$ cat config.mk
export PLATFORM = sky130hd
export DESIGN_NAME = rsx_top
export DESIGN_NICKNAME = d
export VERILOG_FILES = /design/src/rsx_pkg.sv /design/src/rsx_top.sv /design/src/rsx_fifo.sv
export SDC_FILE = /design/constraint.sdc
export NUM_CORES = 1
export LEC_CHECK = 0
export BUFFER_PORTS_ARGS = -buffer_cell sky130_fd_sc_hd__buf_2
export CORE_UTILIZATION = 40
export DETAILED_ROUTE_END_ITERATION = 6
export GPL_TIMING_DRIVEN = 1
export PLACE_DENSITY = 0.58
export SYNTH_ARGS = -nofsm -noshare
export SYNTH_HDL_FRONTEND = slang
export SYNTH_SLANG_ARGS = --single-unit
$ cat constraint.sdc
create_clock -name clk_i -period 6.15 [get_ports clk_i]
set_clock_uncertainty 0.2 [all_clocks]
set_input_delay 0.615 -clock clk_i [delete_from_list [all_inputs] [get_ports clk_i]]
set_output_delay 0.615 -clock clk_i [all_outputs]
set_load 0.05 [all_outputs]
$ cat src/rsx_pkg.sv
// Shared constants and carriers for the receive signaling substitute/extract block
package rsx_pkg;

    // ==========================================================
    // Geometry
    localparam int RSX_TS_NUM = 32;
    localparam int RSX_TS_W = 5;
    localparam int RSX_ADR_W = 9;
    localparam int RSX_FIFO_DEPTH = 4;

    // ==========================================================
    // Register map: word index = {bank, timeslot}
    localparam logic [1:0] RSX_BANK_CTRL = 2'h0;
    localparam logic [1:0] RSX_BANK_SUBV = 2'h1;
    localparam logic [1:0] RSX_BANK_ARR = 2'h2;
    localparam logic [1:0] RSX_BANK_GLOB = 2'h3;
    localparam logic [4:0] RSX_GLOB_TS = 5'h00;
    localparam logic [7:0] RSX_CTRL_RST = 8'h00;
    localparam logic [7:0] RSX_SUBV_RST = 8'h00;
    localparam logic [3:0] RSX_ARR_RST = 4'h0;
    localparam logic [7:0] RSX_CTRL_MASK = 8'h7f;
    localparam logic [7:0] RSX_SUBV_MASK = 8'h7f;
    localparam logic [31:0] RSX_RD_ZERO = 32'h0000_0000;

    // ==========================================================
    // Control register fields
    localparam int RSX_EXT_LSB = 0;
    localparam int RSX_SUBC_LSB = 2;
    localparam int RSX_DEB_BIT = 4;
    localparam int RSX_OH_BIT = 5;
    localparam int RSX_SUBEN_BIT = 6;
    localparam int RSX_GLOB_SIGIF_BIT = 0;

    // Substitution value register fields
    localparam int RSX_S16_LSB = 0;
    localparam int RSX_S4A_BIT = 4;
    localparam int RSX_S4B_BIT = 5;
    localparam int RSX_S2A_BIT = 6;

    // Position of A..D inside a signaling nibble
    localparam int RSX_A = 3;
    localparam int RSX_B = 2;
    localparam int RSX_C = 1;
    localparam int RSX_D = 0;

    // ==========================================================
    // Scheme codes
    localparam logic [1:0] RSX_CODE_ALT0 = 2'h0;
    localparam logic [1:0] RSX_CODE_ABCD = 2'h1;
    localparam logic [1:0] RSX_CODE_AB = 2'h2;
    localparam logic [1:0] RSX_CODE_A = 2'h3;
    localparam logic [3:0] RSX_NIB_ONES = 4'hf;
    localparam logic [3:0] RSX_MASK_NONE = 4'h0;
    localparam logic [3:0] RSX_MASK_ABCD = 4'hf;
    localparam logic [3:0] RSX_MASK_AB = 4'hc;
    localparam logic [3:0] RSX_MASK_A = 4'h8;

    typedef struct packed {
        logic [RSX_TS_W-1:0] ts;
        logic [3:0] abcd;
    } rsx_sig_t;

endpackage

$ cat src/rsx_top.sv
// Receive signaling substitution and extraction for 32 timeslots
// Functional notes
// - Substitution code in control bits 3:2
// - Code 00 forces all signaling bits one
// - 16-code uses substitution value bits 3-0
// - 4-code replaces A,B from bits 4-5
// - 2-code replaces A from bit 6
// - Extraction code in control bits 1:0
// - Extraction code 00 extracts nothing
// - Extraction code 01 extracts A,B,C,D
// - Extraction code 10 extracts A,B only
// - Extraction code 11 extracts A only
// - Extracted bits to array, pin, overhead
// - Substitution only while substitution enable set
// - Substitution affects PCM output only
//
// Design decisions made here: the placing of the registers and the Wishbone slave port.
`timescale 1ns/1ps
module rsx_top (
    input wire logic clk_i,
    input wire logic rst_i,
    // Wishbone slave
    input wire logic cyc_i,
    input wire logic stb_i,
    input wire logic we_i,
    input wire logic [rsx_pkg::RSX_ADR_W-1:0] adr_i,
    input wire logic [3:0] sel_i,
    input wire logic [31:0] dat_i,
    output logic [31:0] dat_o,
    output logic ack_o,
    // Received signaling per timeslot
    input wire logic rx_sig_valid_i,
    output logic rx_sig_ready_o,
    input wire rsx_pkg::rsx_sig_t rx_sig_i,
    // Signaling toward the receive serial PCM output
    output logic pcm_sig_valid_o,
    input wire logic pcm_sig_ready_i,
    output rsx_pkg::rsx_sig_t pcm_sig_o,
    // Signaling output pin and overhead output
    output logic sig_pin_valid_o,
    output rsx_pkg::rsx_sig_t sig_pin_o,
    output logic oh_valid_o,
    output rsx_pkg::rsx_sig_t oh_o
);

    // ==========================================================
    // Helpers
    function automatic logic [3:0] ext_mask(input logic [1:0] code);
        case (code)
            rsx_pkg::RSX_CODE_ABCD: ext_mask = rsx_pkg::RSX_MASK_ABCD;
            rsx_pkg::RSX_CODE_AB: ext_mask = rsx_pkg::RSX_MASK_AB;
            rsx_pkg::RSX_CODE_A: ext_mask = rsx_pkg::RSX_MASK_A;
            default: ext_mask = rsx_pkg::RSX_MASK_NONE;
        endcase
    endfunction

    function automatic logic [3:0] subst(input logic [1:0] code, input logic [7:0] v,
                                         input logic [3:0] rx);
        logic [3:0] n;
        n = rx;
        case (code)
            rsx_pkg::RSX_CODE_ALT0: n = rsx_pkg::RSX_NIB_ONES;
            rsx_pkg::RSX_CODE_ABCD: begin
                n[rsx_pkg::RSX_A] = v[rsx_pkg::RSX_S16_LSB];
                n[rsx_pkg::RSX_B] = v[rsx_pkg::RSX_S16_LSB+1];
                n[rsx_pkg::RSX_C] = v[rsx_pkg::RSX_S16_LSB+2];
                n[rsx_pkg::RSX_D] = v[rsx_pkg::RSX_S16_LSB+3];
            end
            rsx_pkg::RSX_CODE_AB: begin
                n[rsx_pkg::RSX_A] = v[rsx_pkg::RSX_S4A_BIT];
                n[rsx_pkg::RSX_B] = v[rsx_pkg::RSX_S4B_BIT];
            end
            default: n[rsx_pkg::RSX_A] = v[rsx_pkg::RSX_S2A_BIT];
        endcase
        subst = n;
    endfunction

    // ==========================================================
    // Register storage
    logic [7:0] ctrl_r [rsx_pkg::RSX_TS_NUM];
    logic [7:0] subv_r [rsx_pkg::RSX_TS_NUM];
    logic [3:0] arr_r [rsx_pkg::RSX_TS_NUM];
    logic sigif_en_r;
    logic ack_r;
    logic [31:0] dat_r;
    logic [31:0] dat_nxt;

    // ==========================================================
    // Bus decode
    wire wb_req = cyc_i & stb_i & ~ack_r;
    wire [1:0] wb_bank = adr_i[rsx_pkg::RSX_ADR_W-1:rsx_pkg::RSX_ADR_W-2];
    wire [rsx_pkg::RSX_TS_W-1:0] wb_ts = adr_i[rsx_pkg::RSX_ADR_W-3:2];
    // Writes commit on the ack edge, where the master completes the cycle
    wire wr_lane0 = cyc_i & stb_i & ack_r & we_i & sel_i[0];
    wire wr_ctrl = wr_lane0 & (wb_bank == rsx_pkg::RSX_BANK_CTRL);
    wire wr_subv = wr_lane0 & (wb_bank == rsx_pkg::RSX_BANK_SUBV);
    wire hit_glob = (wb_bank == rsx_pkg::RSX_BANK_GLOB) & (wb_ts == rsx_pkg::RSX_GLOB_TS);
    wire wr_glob = wr_lane0 & hit_glob;

    assign ack_o = ack_r;
    assign dat_o = dat_r;

    always_comb begin
        dat_nxt = rsx_pkg::RSX_RD_ZERO;
        case (wb_bank)
            rsx_pkg::RSX_BANK_CTRL: dat_nxt[7:0] = ctrl_r[wb_ts];
            rsx_pkg::RSX_BANK_SUBV: dat_nxt[7:0] = subv_r[wb_ts];
            rsx_pkg::RSX_BANK_ARR: dat_nxt[3:0] = arr_r[wb_ts];
            default: dat_nxt[rsx_pkg::RSX_GLOB_SIGIF_BIT] = hit_glob & sigif_en_r;
        endcase
    end

    // Every access gets ack one cycle later; unmapped words read zero
    always_ff @(posedge clk_i) begin
        if (rst_i) begin
            ack_r <= 1'b0;
            dat_r <= rsx_pkg::RSX_RD_ZERO;
        end else begin
            ack_r <= wb_req;
            dat_r <= (wb_req & ~we_i) ? dat_nxt : rsx_pkg::RSX_RD_ZERO;
        end
    end

    // ==========================================================
    // Stream path
    wire fifo_in_ready;
    wire take = rx_sig_valid_i & fifo_in_ready;
    wire [rsx_pkg::RSX_TS_W-1:0] rx_ts = rx_sig_i.ts;
    wire [7:0] cur_ctrl = ctrl_r[rx_ts];
    wire [1:0] cur_subc = cur_ctrl[rsx_pkg::RSX_SUBC_LSB +: 2];
    wire [1:0] cur_ext = cur_ctrl[rsx_pkg::RSX_EXT_LSB +: 2];
    wire cur_suben = cur_ctrl[rsx_pkg::RSX_SUBEN_BIT];
    wire cur_ohen = cur_ctrl[rsx_pkg::RSX_OH_BIT];
    wire [3:0] cur_mask = ext_mask(cur_ext);
    wire [3:0] arr_merged = (arr_r[rx_ts] & ~cur_mask) | (rx_sig_i.abcd & cur_mask);
    rsx_pkg::rsx_sig_t pcm_in;

    assign pcm_in = {rx_ts, cur_suben ? subst(cur_subc, subv_r[rx_ts], rx_sig_i.abcd)
                                      : rx_sig_i.abcd};
    // Back-pressure from the PCM side stalls the receive stream
    assign rx_sig_ready_o = fifo_in_ready;

    rsx_fifo #(
        .WIDTH($bits(rsx_pkg::rsx_sig_t)),
        .DEPTH(rsx_pkg::RSX_FIFO_DEPTH)
    ) u_pcm_fifo (
        .clk_i(clk_i),
        .rst_i(rst_i),
        .in_valid_i(rx_sig_valid_i),
        .in_ready_o(fifo_in_ready),
        .in_data_i(pcm_in),
        .out_valid_o(pcm_sig_valid_o),
        .out_ready_i(pcm_sig_ready_i),
        .out_data_o(pcm_sig_o)
    );

    // ==========================================================
    // Register file updates
    // control fields written by software
    always_ff @(posedge clk_i) begin
        if (rst_i) begin
            for (int i = 0; i < rsx_pkg::RSX_TS_NUM; i++) begin
                ctrl_r[i] <= rsx_pkg::RSX_CTRL_RST;
                subv_r[i] <= rsx_pkg::RSX_SUBV_RST;
            end
            sigif_en_r <= 1'b0;
        end else begin
            if (wr_ctrl) begin
                ctrl_r[wb_ts] <= dat_i[7:0] & rsx_pkg::RSX_CTRL_MASK;
            end
            if (wr_subv) begin
                subv_r[wb_ts] <= dat_i[7:0] & rsx_pkg::RSX_SUBV_MASK;
            end
            if (wr_glob) begin
                sigif_en_r <= dat_i[rsx_pkg::RSX_GLOB_SIGIF_BIT];
            end
        end
    end

    // array holds received bits, never substituted
    // array always updated with extracted bits
    always_ff @(posedge clk_i) begin
        if (rst_i) begin
            for (int i = 0; i < rsx_pkg::RSX_TS_NUM; i++) begin
                arr_r[i] <= rsx_pkg::RSX_ARR_RST;
            end
        end else if (take) begin
            arr_r[rx_ts] <= arr_merged;
        end
    end

    // ==========================================================
    // Pin and overhead outputs
    logic sig_pin_valid_r;
    logic oh_valid_r;
    rsx_pkg::rsx_sig_t sig_pin_r;
    rsx_pkg::rsx_sig_t oh_r;
    wire extracted = take & (cur_mask != rsx_pkg::RSX_MASK_NONE);

    // pin and overhead gated by enables
    always_ff @(posedge clk_i) begin
        if (rst_i) begin
            sig_pin_valid_r <= 1'b0;
            oh_valid_r <= 1'b0;
            sig_pin_r <= '0;
            oh_r <= '0;
        end else begin
            sig_pin_valid_r <= extracted & sigif_en_r;
            oh_valid_r <= extracted & cur_ohen;
            if (extracted) begin
                sig_pin_r <= {rx_ts, arr_merged};
                oh_r <= {rx_ts, arr_merged};
            end
        end
    end

    assign sig_pin_valid_o = sig_pin_valid_r;
    assign sig_pin_o = sig_pin_r;
    assign oh_valid_o = oh_valid_r;
    assign oh_o = oh_r;
endmodule

$ cat src/rsx_fifo.sv
// Small flop-based FIFO with valid/ready on both sides
`timescale 1ns/1ps
module rsx_fifo #(
    parameter int WIDTH = 9,
    parameter int DEPTH = 4
) (
    input wire logic clk_i,
    input wire logic rst_i,
    input wire logic in_valid_i,
    output logic in_ready_o,
    input wire logic [WIDTH-1:0] in_data_i,
    output logic out_valid_o,
    input wire logic out_ready_i,
    output logic [WIDTH-1:0] out_data_o
);
    localparam int AW = $clog2(DEPTH);

    logic [WIDTH-1:0] mem_r [DEPTH];
    logic [AW-1:0] wr_ptr_r;
    logic [AW-1:0] rd_ptr_r;
    logic [AW:0] count_r;

    wire push = in_valid_i & in_ready_o;
    wire pop = out_valid_o & out_ready_i;

    assign in_ready_o = (count_r != (AW+1)'(DEPTH));
    assign out_valid_o = (count_r != '0);
    assign out_data_o = mem_r[rd_ptr_r];

    // Pointer wrap relies on DEPTH being a power of two
    always_ff @(posedge clk_i) begin
        if (rst_i) begin
            wr_ptr_r <= '0;
            rd_ptr_r <= '0;
            count_r <= '0;
        end else begin
            if (push) begin
                wr_ptr_r <= wr_ptr_r + 1'b1;
            end
            if (pop) begin
                rd_ptr_r <= rd_ptr_r + 1'b1;
            end
            if (push && !pop) begin
                count_r <= count_r + 1'b1;
            end else if (pop && !push) begin
                count_r <= count_r - 1'b1;
            end
        end
    end

    always_ff @(posedge clk_i) begin
        if (push) begin
            mem_r[wr_ptr_r] <= in_data_i;
        end
    end
endmodule

Yosys cells after proc, flatten, opt, wreduce, memory -nomap -nowiden
Memory sizes are Yosys's and may differ from the RTL's. A register that Yosys moved wholly into a read port is not among the register bits.
Cells that the tools add are included.

storage, ports and cells
  flip-flop bits (word level) = 52
  memory bits (writable) = 612
  input port bits = 61
  output and inout bits = 64
  memories = 4

memories
  name              words  width  rd ports  clocked after Yosys merged registers in  wr ports  line            text
  ctrl_r            32     7      2         0                                        32        rsx_top.sv:80   logic [7:0] ctrl_r [rsx_pkg::RSX_TS_NUM];
  subv_r            32     7      2         0                                        32        rsx_top.sv:81   logic [7:0] subv_r [rsx_pkg::RSX_TS_NUM];
  arr_r             32     4      2         0                                        32        rsx_top.sv:82   logic [3:0] arr_r [rsx_pkg::RSX_TS_NUM];
  u_pcm_fifo.mem_r  4      9      1         1                                        1         rsx_fifo.sv:18  logic [WIDTH-1:0] mem_r [DEPTH];

operators by class
  add/subtract/negate cells = 4
  equality and inequality tests = 9
  muxes and demuxes = 33
  bitwise logic cells = 23
  reductions and logical operators = 14

operators with widths
  operator                                              count
  AND 1 bit                                             16
  2-to-1 mux 1 bit                                      15
  2-to-1 mux 5 bit                                      3
  2-to-1 mux 7 bit                                      2
  OR reduction 7 bit                                    2
  one-hot mux 4 bit (3 select lines)                    1
  equality test 2 bit (second input constant)           5
  one-hot mux 1 bit (3 select lines)                    3
  one-hot mux 3 bit (3 select lines)                    1
  AND 4 bit                                             2
  2-to-1 mux 4 bit                                      2
  one-hot mux 4 bit (2 select lines)                    1
  equality test 2 x 1 -> 1 bit (second input constant)  3
  2-to-1 mux 3 bit                                      2
  logical NOT 5 bit                                     1
  adder 2 x 1 -> 2 bit (second input constant)          2
  logical NOT 2 bit                                     2
  2-to-1 mux 2 bit                                      2
  inverter 4 bit                                        1
  bitwise OR 4 bit                                      1
  one-hot mux 2 bit (2 select lines)                    1
  nonzero test 4 bit                                    1
  OR reduction 4 bit                                    1
  adder 3 x 1 -> 3 bit (second input constant)          1
  other kinds (8)                                       12

Depth between registers and ports, before layout
  depth after elaboration = 10
  depth in mapped cells = 16
  gate-level depth less buffers = 12

Hierarchy
Synthesis repeated with hierarchy kept, for this count alone.

unflattened totals
  cells, all modules = 2461
  area total of the unflattened synthesis = 34075.2 um2

by module, submodules not included
  module    instances  cells an instance  area an instance (um2)  sequential area each (um2)
  rsx_top   1          2366               32294.7                 17697.0
  rsx_fifo  1          95                 1780.5                  1261.2

Worst setup path after synthesis
No wires, ideal clock.

  path type = input -> register
  from = input rx_sig_i[5] in the netlist's numbering
  to = memory arr_r[0][2] (data pin)
  library setup time = 267 ps
  data arrival time = 3476 ps
  data required time = 5683 ps
  path slack = 2207 ps
  stages on the path = 14
  cells stage by stage = buf_4 buf_6 buf_6 buf_4 buf_4 buf_2 mux4_2 a22oi_1 o211ai_1 a21oi_1 ha_1 a2111oi_4 buf_2 nor3_1

RTL lines
  element      line           text
  from (decl)  rsx_top.sv:34  input wire rsx_pkg::rsx_sig_t rx_sig_i,
  to (decl)    rsx_top.sv:82

==> flow_summary.toml <==
[synth]
ys_seq_area_share_pct = 55.1
synth.yosys.warnings = 0
async_flop_share_pct = 0
synthCells = 2519
synth_ff_type = "edfxtp_1"
syn_area_per_cell_um2 = 13.7
syn_area_um2 = 34400
ys_types = 82
ys_seq_elements = 641
synth_edf_count = 612

[setup_path]
cp_data_required_time_ps = 6310
worstSetupPathType = "input port to flip-flop"
crit_path_end_kind = "flip-flop"
reg2regPathDepth = 9
cp_data_arrival_time_ps = 4250
critPathLaunchType = "input port"
r2r_end = "arr_r[13][3]$_SDFFCE_PN0P_"
worstReg2RegStart = "ctrl_r[28][1]$_SDFFCE_PN0P_"
reg2reg_slack_ps = 2340
crit_fanout = 45

[placement]
port_buffers = 69
gp_congestion = 0.959
dpl_worst_slack_ps = 1480
dp_hpwl_um = 74600

[power]
p_int_uw = 7990
p_seq_share_pct = 46.3
switching_share_pct = 27.1
switchingPower_uw = 2960
ir_drop_mv = 0.230
pwr-share-clk_pct = 39.3
pwr_density_cell_nw_per_um2 = 290
leakage_uw = 0.0147
p_comb_share_pct = 14.3

[drt]
route.detailed.drc = 0
via_per_inst = 6.36
first_iter_violations = 2971
post_drt_wl_per_cell_um = 30.8
drtPass1Iterations = 6
num_vias = 23200
wirelength_um = 112000
antenna_left = 0

[die]
pin_count = 125
die_y_um = 295
die_x_um = 295
dieArea_um2 = 87200
start_util_pct = 40.4
core_region_area_um2 = 85100
rows = 107

[grt]
grt_pass1_wl_um = 161000
grt_max_degree = 95
grt-ovfl-total = 0
grt_use_total_pct = 25.6
antenna_found_initial = 7
grt_pass1_vias = 22300

[sta]
tns_ps = 0
period_share_pct = 66.6
slew_headroom_pct = 15.6
fin_ws_ps = 2050
tightest_slew_ps = 1270
finalSetupViolations = 0
fin_crit_ps = 4100
hold_viol = 0
max_freq_ghz = 0.244
rsz0062_at_grt = "false"
slew_viol_final = 0

[hold_path]
min-delay-start = "stb_i"
min_path_type = "input port to flip-flop"
whs_path_depth = 3
hold_end = "ack_o$_SDFF_PP0_"

[clock_network]
htreeDepth = 3
ctsHoldBuffers = 0
cts_tree = "yes"
root_buffer = "clkbuf_16"
clk_path_buf_depth = 3
cts.sinks = 641
ctsResizeCount = 0
cts-buffers-inserted = 71
post_cts_buffers = 0
clk_pin_slew_ps = 60
clk_latency_ps = 630

[layout]
final_net_count = 2510
post-route-util_pct = 44.3
diodes = 0
areaGrowthSynthToFinish_pct = 9.73
drive_above_1_share_pct = 21.2

[run_status]
status = "finished clean"

[run]
maxCapViolCount = 0
## per-layer routing
layer	track usage, %	vias up	wire (um)
met2	39.9	1315	52000
met1	35.2	12000	44400
met5	0	-	65
met4	10.0	10	4480
met3	4.90	219	11000
li1	-	9652	-
## cells in the mapped netlist (16+ instances only)
library cell  instances  area (um^2)
mux2i_1             148         1480
nor3_1               52          260
nor2_1              128          480
nand2b_1             37          231
nand4_1              22          138
dfxtp_1              29          581
edfxtp_1            612        18400
a21o_1               48          360
buf_2                53          265
buf_1                16         60.1
buf_4                53          398
a22oi_1             102          766
and3_1              345         2160
mux4_2              216         4860
or2_2                16          100
clkbuf_1            173          649
and2_1              120          751
o22ai_1              30          188
nand2_1              87          327
## power by group through the flow
stage / clock, uW / sequential, uW / combinational, uW
after global routing: 4510 / 5100 / 1630
after detailed placement: 0 / 5160 / 1550
after CTS: 4350 / 5070 / 1560
after global placement: 0 / 5150 / 1540
final: 4310 / 5070 / 1570
after floorplan: 0 / 5130 / 1080
## cells by family after synthesis
| kind of cell | count (synthesis) | synth area share [%] |
|---|---|---|
| other cells | 1 | 0.0109 |
| fa+ha+maj | 9 | 0.349 |
| flops | 641 | 55.1 |
| buf+inv | 319 | 4.52 |
| mux | 379 | 18.9 |
| xor+xnor | 5 | 0.127 |
| compound gates | 258 | 5.63 |
| simple gates | 907 | 15.3 |
## area by class of cell
type / instances / area, um^2
Multi-Input combinational cell: 1583 / 14100
Timing Repair Buffer: 132 / 928
Clock inverter: 32 / 314
Inverter: 11 / 41.3
Sequential cell: 641 / 19000
Tap cell: 1144 / 1430
Fill cell: 7641 / 47400
Clock buffer: 95 / 2000
## stage by stage
stage	cells	hold WS (ps)	area, um^2	total power, uW
final	3638	68.3	37800	11000
after global routing	3638	86.9	37800	11200
after CTS	3638	41.9	37800	11000
after detailed placement	3511	268	35400	6720
after global placement	3511	249	35400	6690
after floorplan	2543	238	34500	6210
## worst max-delay path: stages
cell and delay (ps):
buf_6 450, mux4_2 640, mux2i_1 400, o211ai_1 190
a21oi_1 320, ha_1 310, o21ai_1 160, o32ai_4 650
buf_4 340, nor2_1 60
## cells in the final DEF (no fill, tap or decap), types with 9 or more instances in the layout
master     netlist  routed
buf_4           53      58
and2_1         120     116
a22oi_1        102     102
o22ai_1         30      30
nor2_1         128     121
nor2_2          10      10
mux2i_1        148     148
clkbuf_1       173      15
or2_2           16      16
mux2_2          13      13
nand4_1         22      22
clkinv_1         0      12
dfxtp_1         29      29
nand2_1         87      87
a21o_1          48      48
buf_2           53      64
clkbuf_16        0      75
mux4_2         216     216
nand3_1         11      11
nor3_1          52      50
edfxtp_1       612     612
nor2b_1         13      12
or3_1            9       9
inv_1            9       9
conb_1           1      25
nand2b_1        37      37
and3_1         345     344
a21oi_1         14      14
## how the worst max path moves through the flow
stage / start / to / slack [ps] / depth (start not counted)
5_1_grt: rx_sig_i[4] / arr_r[9][3]$_SDFFCE_PN0P_ / 1860 / 10
3_3_place_gp: rx_sig_i[4] / arr_r[17][3]$_SDFFCE_PN0P_ / 1520 / 10
4_1_cts: rx_sig_i[4] / arr_r[13][3]$_SDFFCE_PN0P_ / 2080 / 10
2_1_floorplan: rx_sig_i[5] / arr_r[0][2]$_SDFFCE_PN0P_ / 2210 / 14
6_report: rx_sig_i[4] / arr_r[13][3]$_SDFFCE_PN0P_ / 2050 / 10
3_5_place_dp: rx_sig_i[4] / arr_r[13][3]$_SDFFCE_PN0P_ / 1480 / 10
## state kept, by name (all words and copies together) (netlist names), named ones only
| name | cells |
|---|---|
| ctrl_r | 224 |
| subv_r | 224 |
| arr_r | 128 |
| u_pcm_fifo.mem_r | 36 |
| oh_o | 9 |
| dat_o | 7 |
| u_pcm_fifo.count_r | 3 |
| u_pcm_fifo.rd_ptr_r | 2 |
| u_pcm_fifo.wr_ptr_r | 2 |
| ack_o | 1 |
| oh_valid_o | 1 |
| sig_pin_valid_o | 1 |
| sigif_en_r | 1 |
Note: power is estimated with default switching activity, not from simulation.
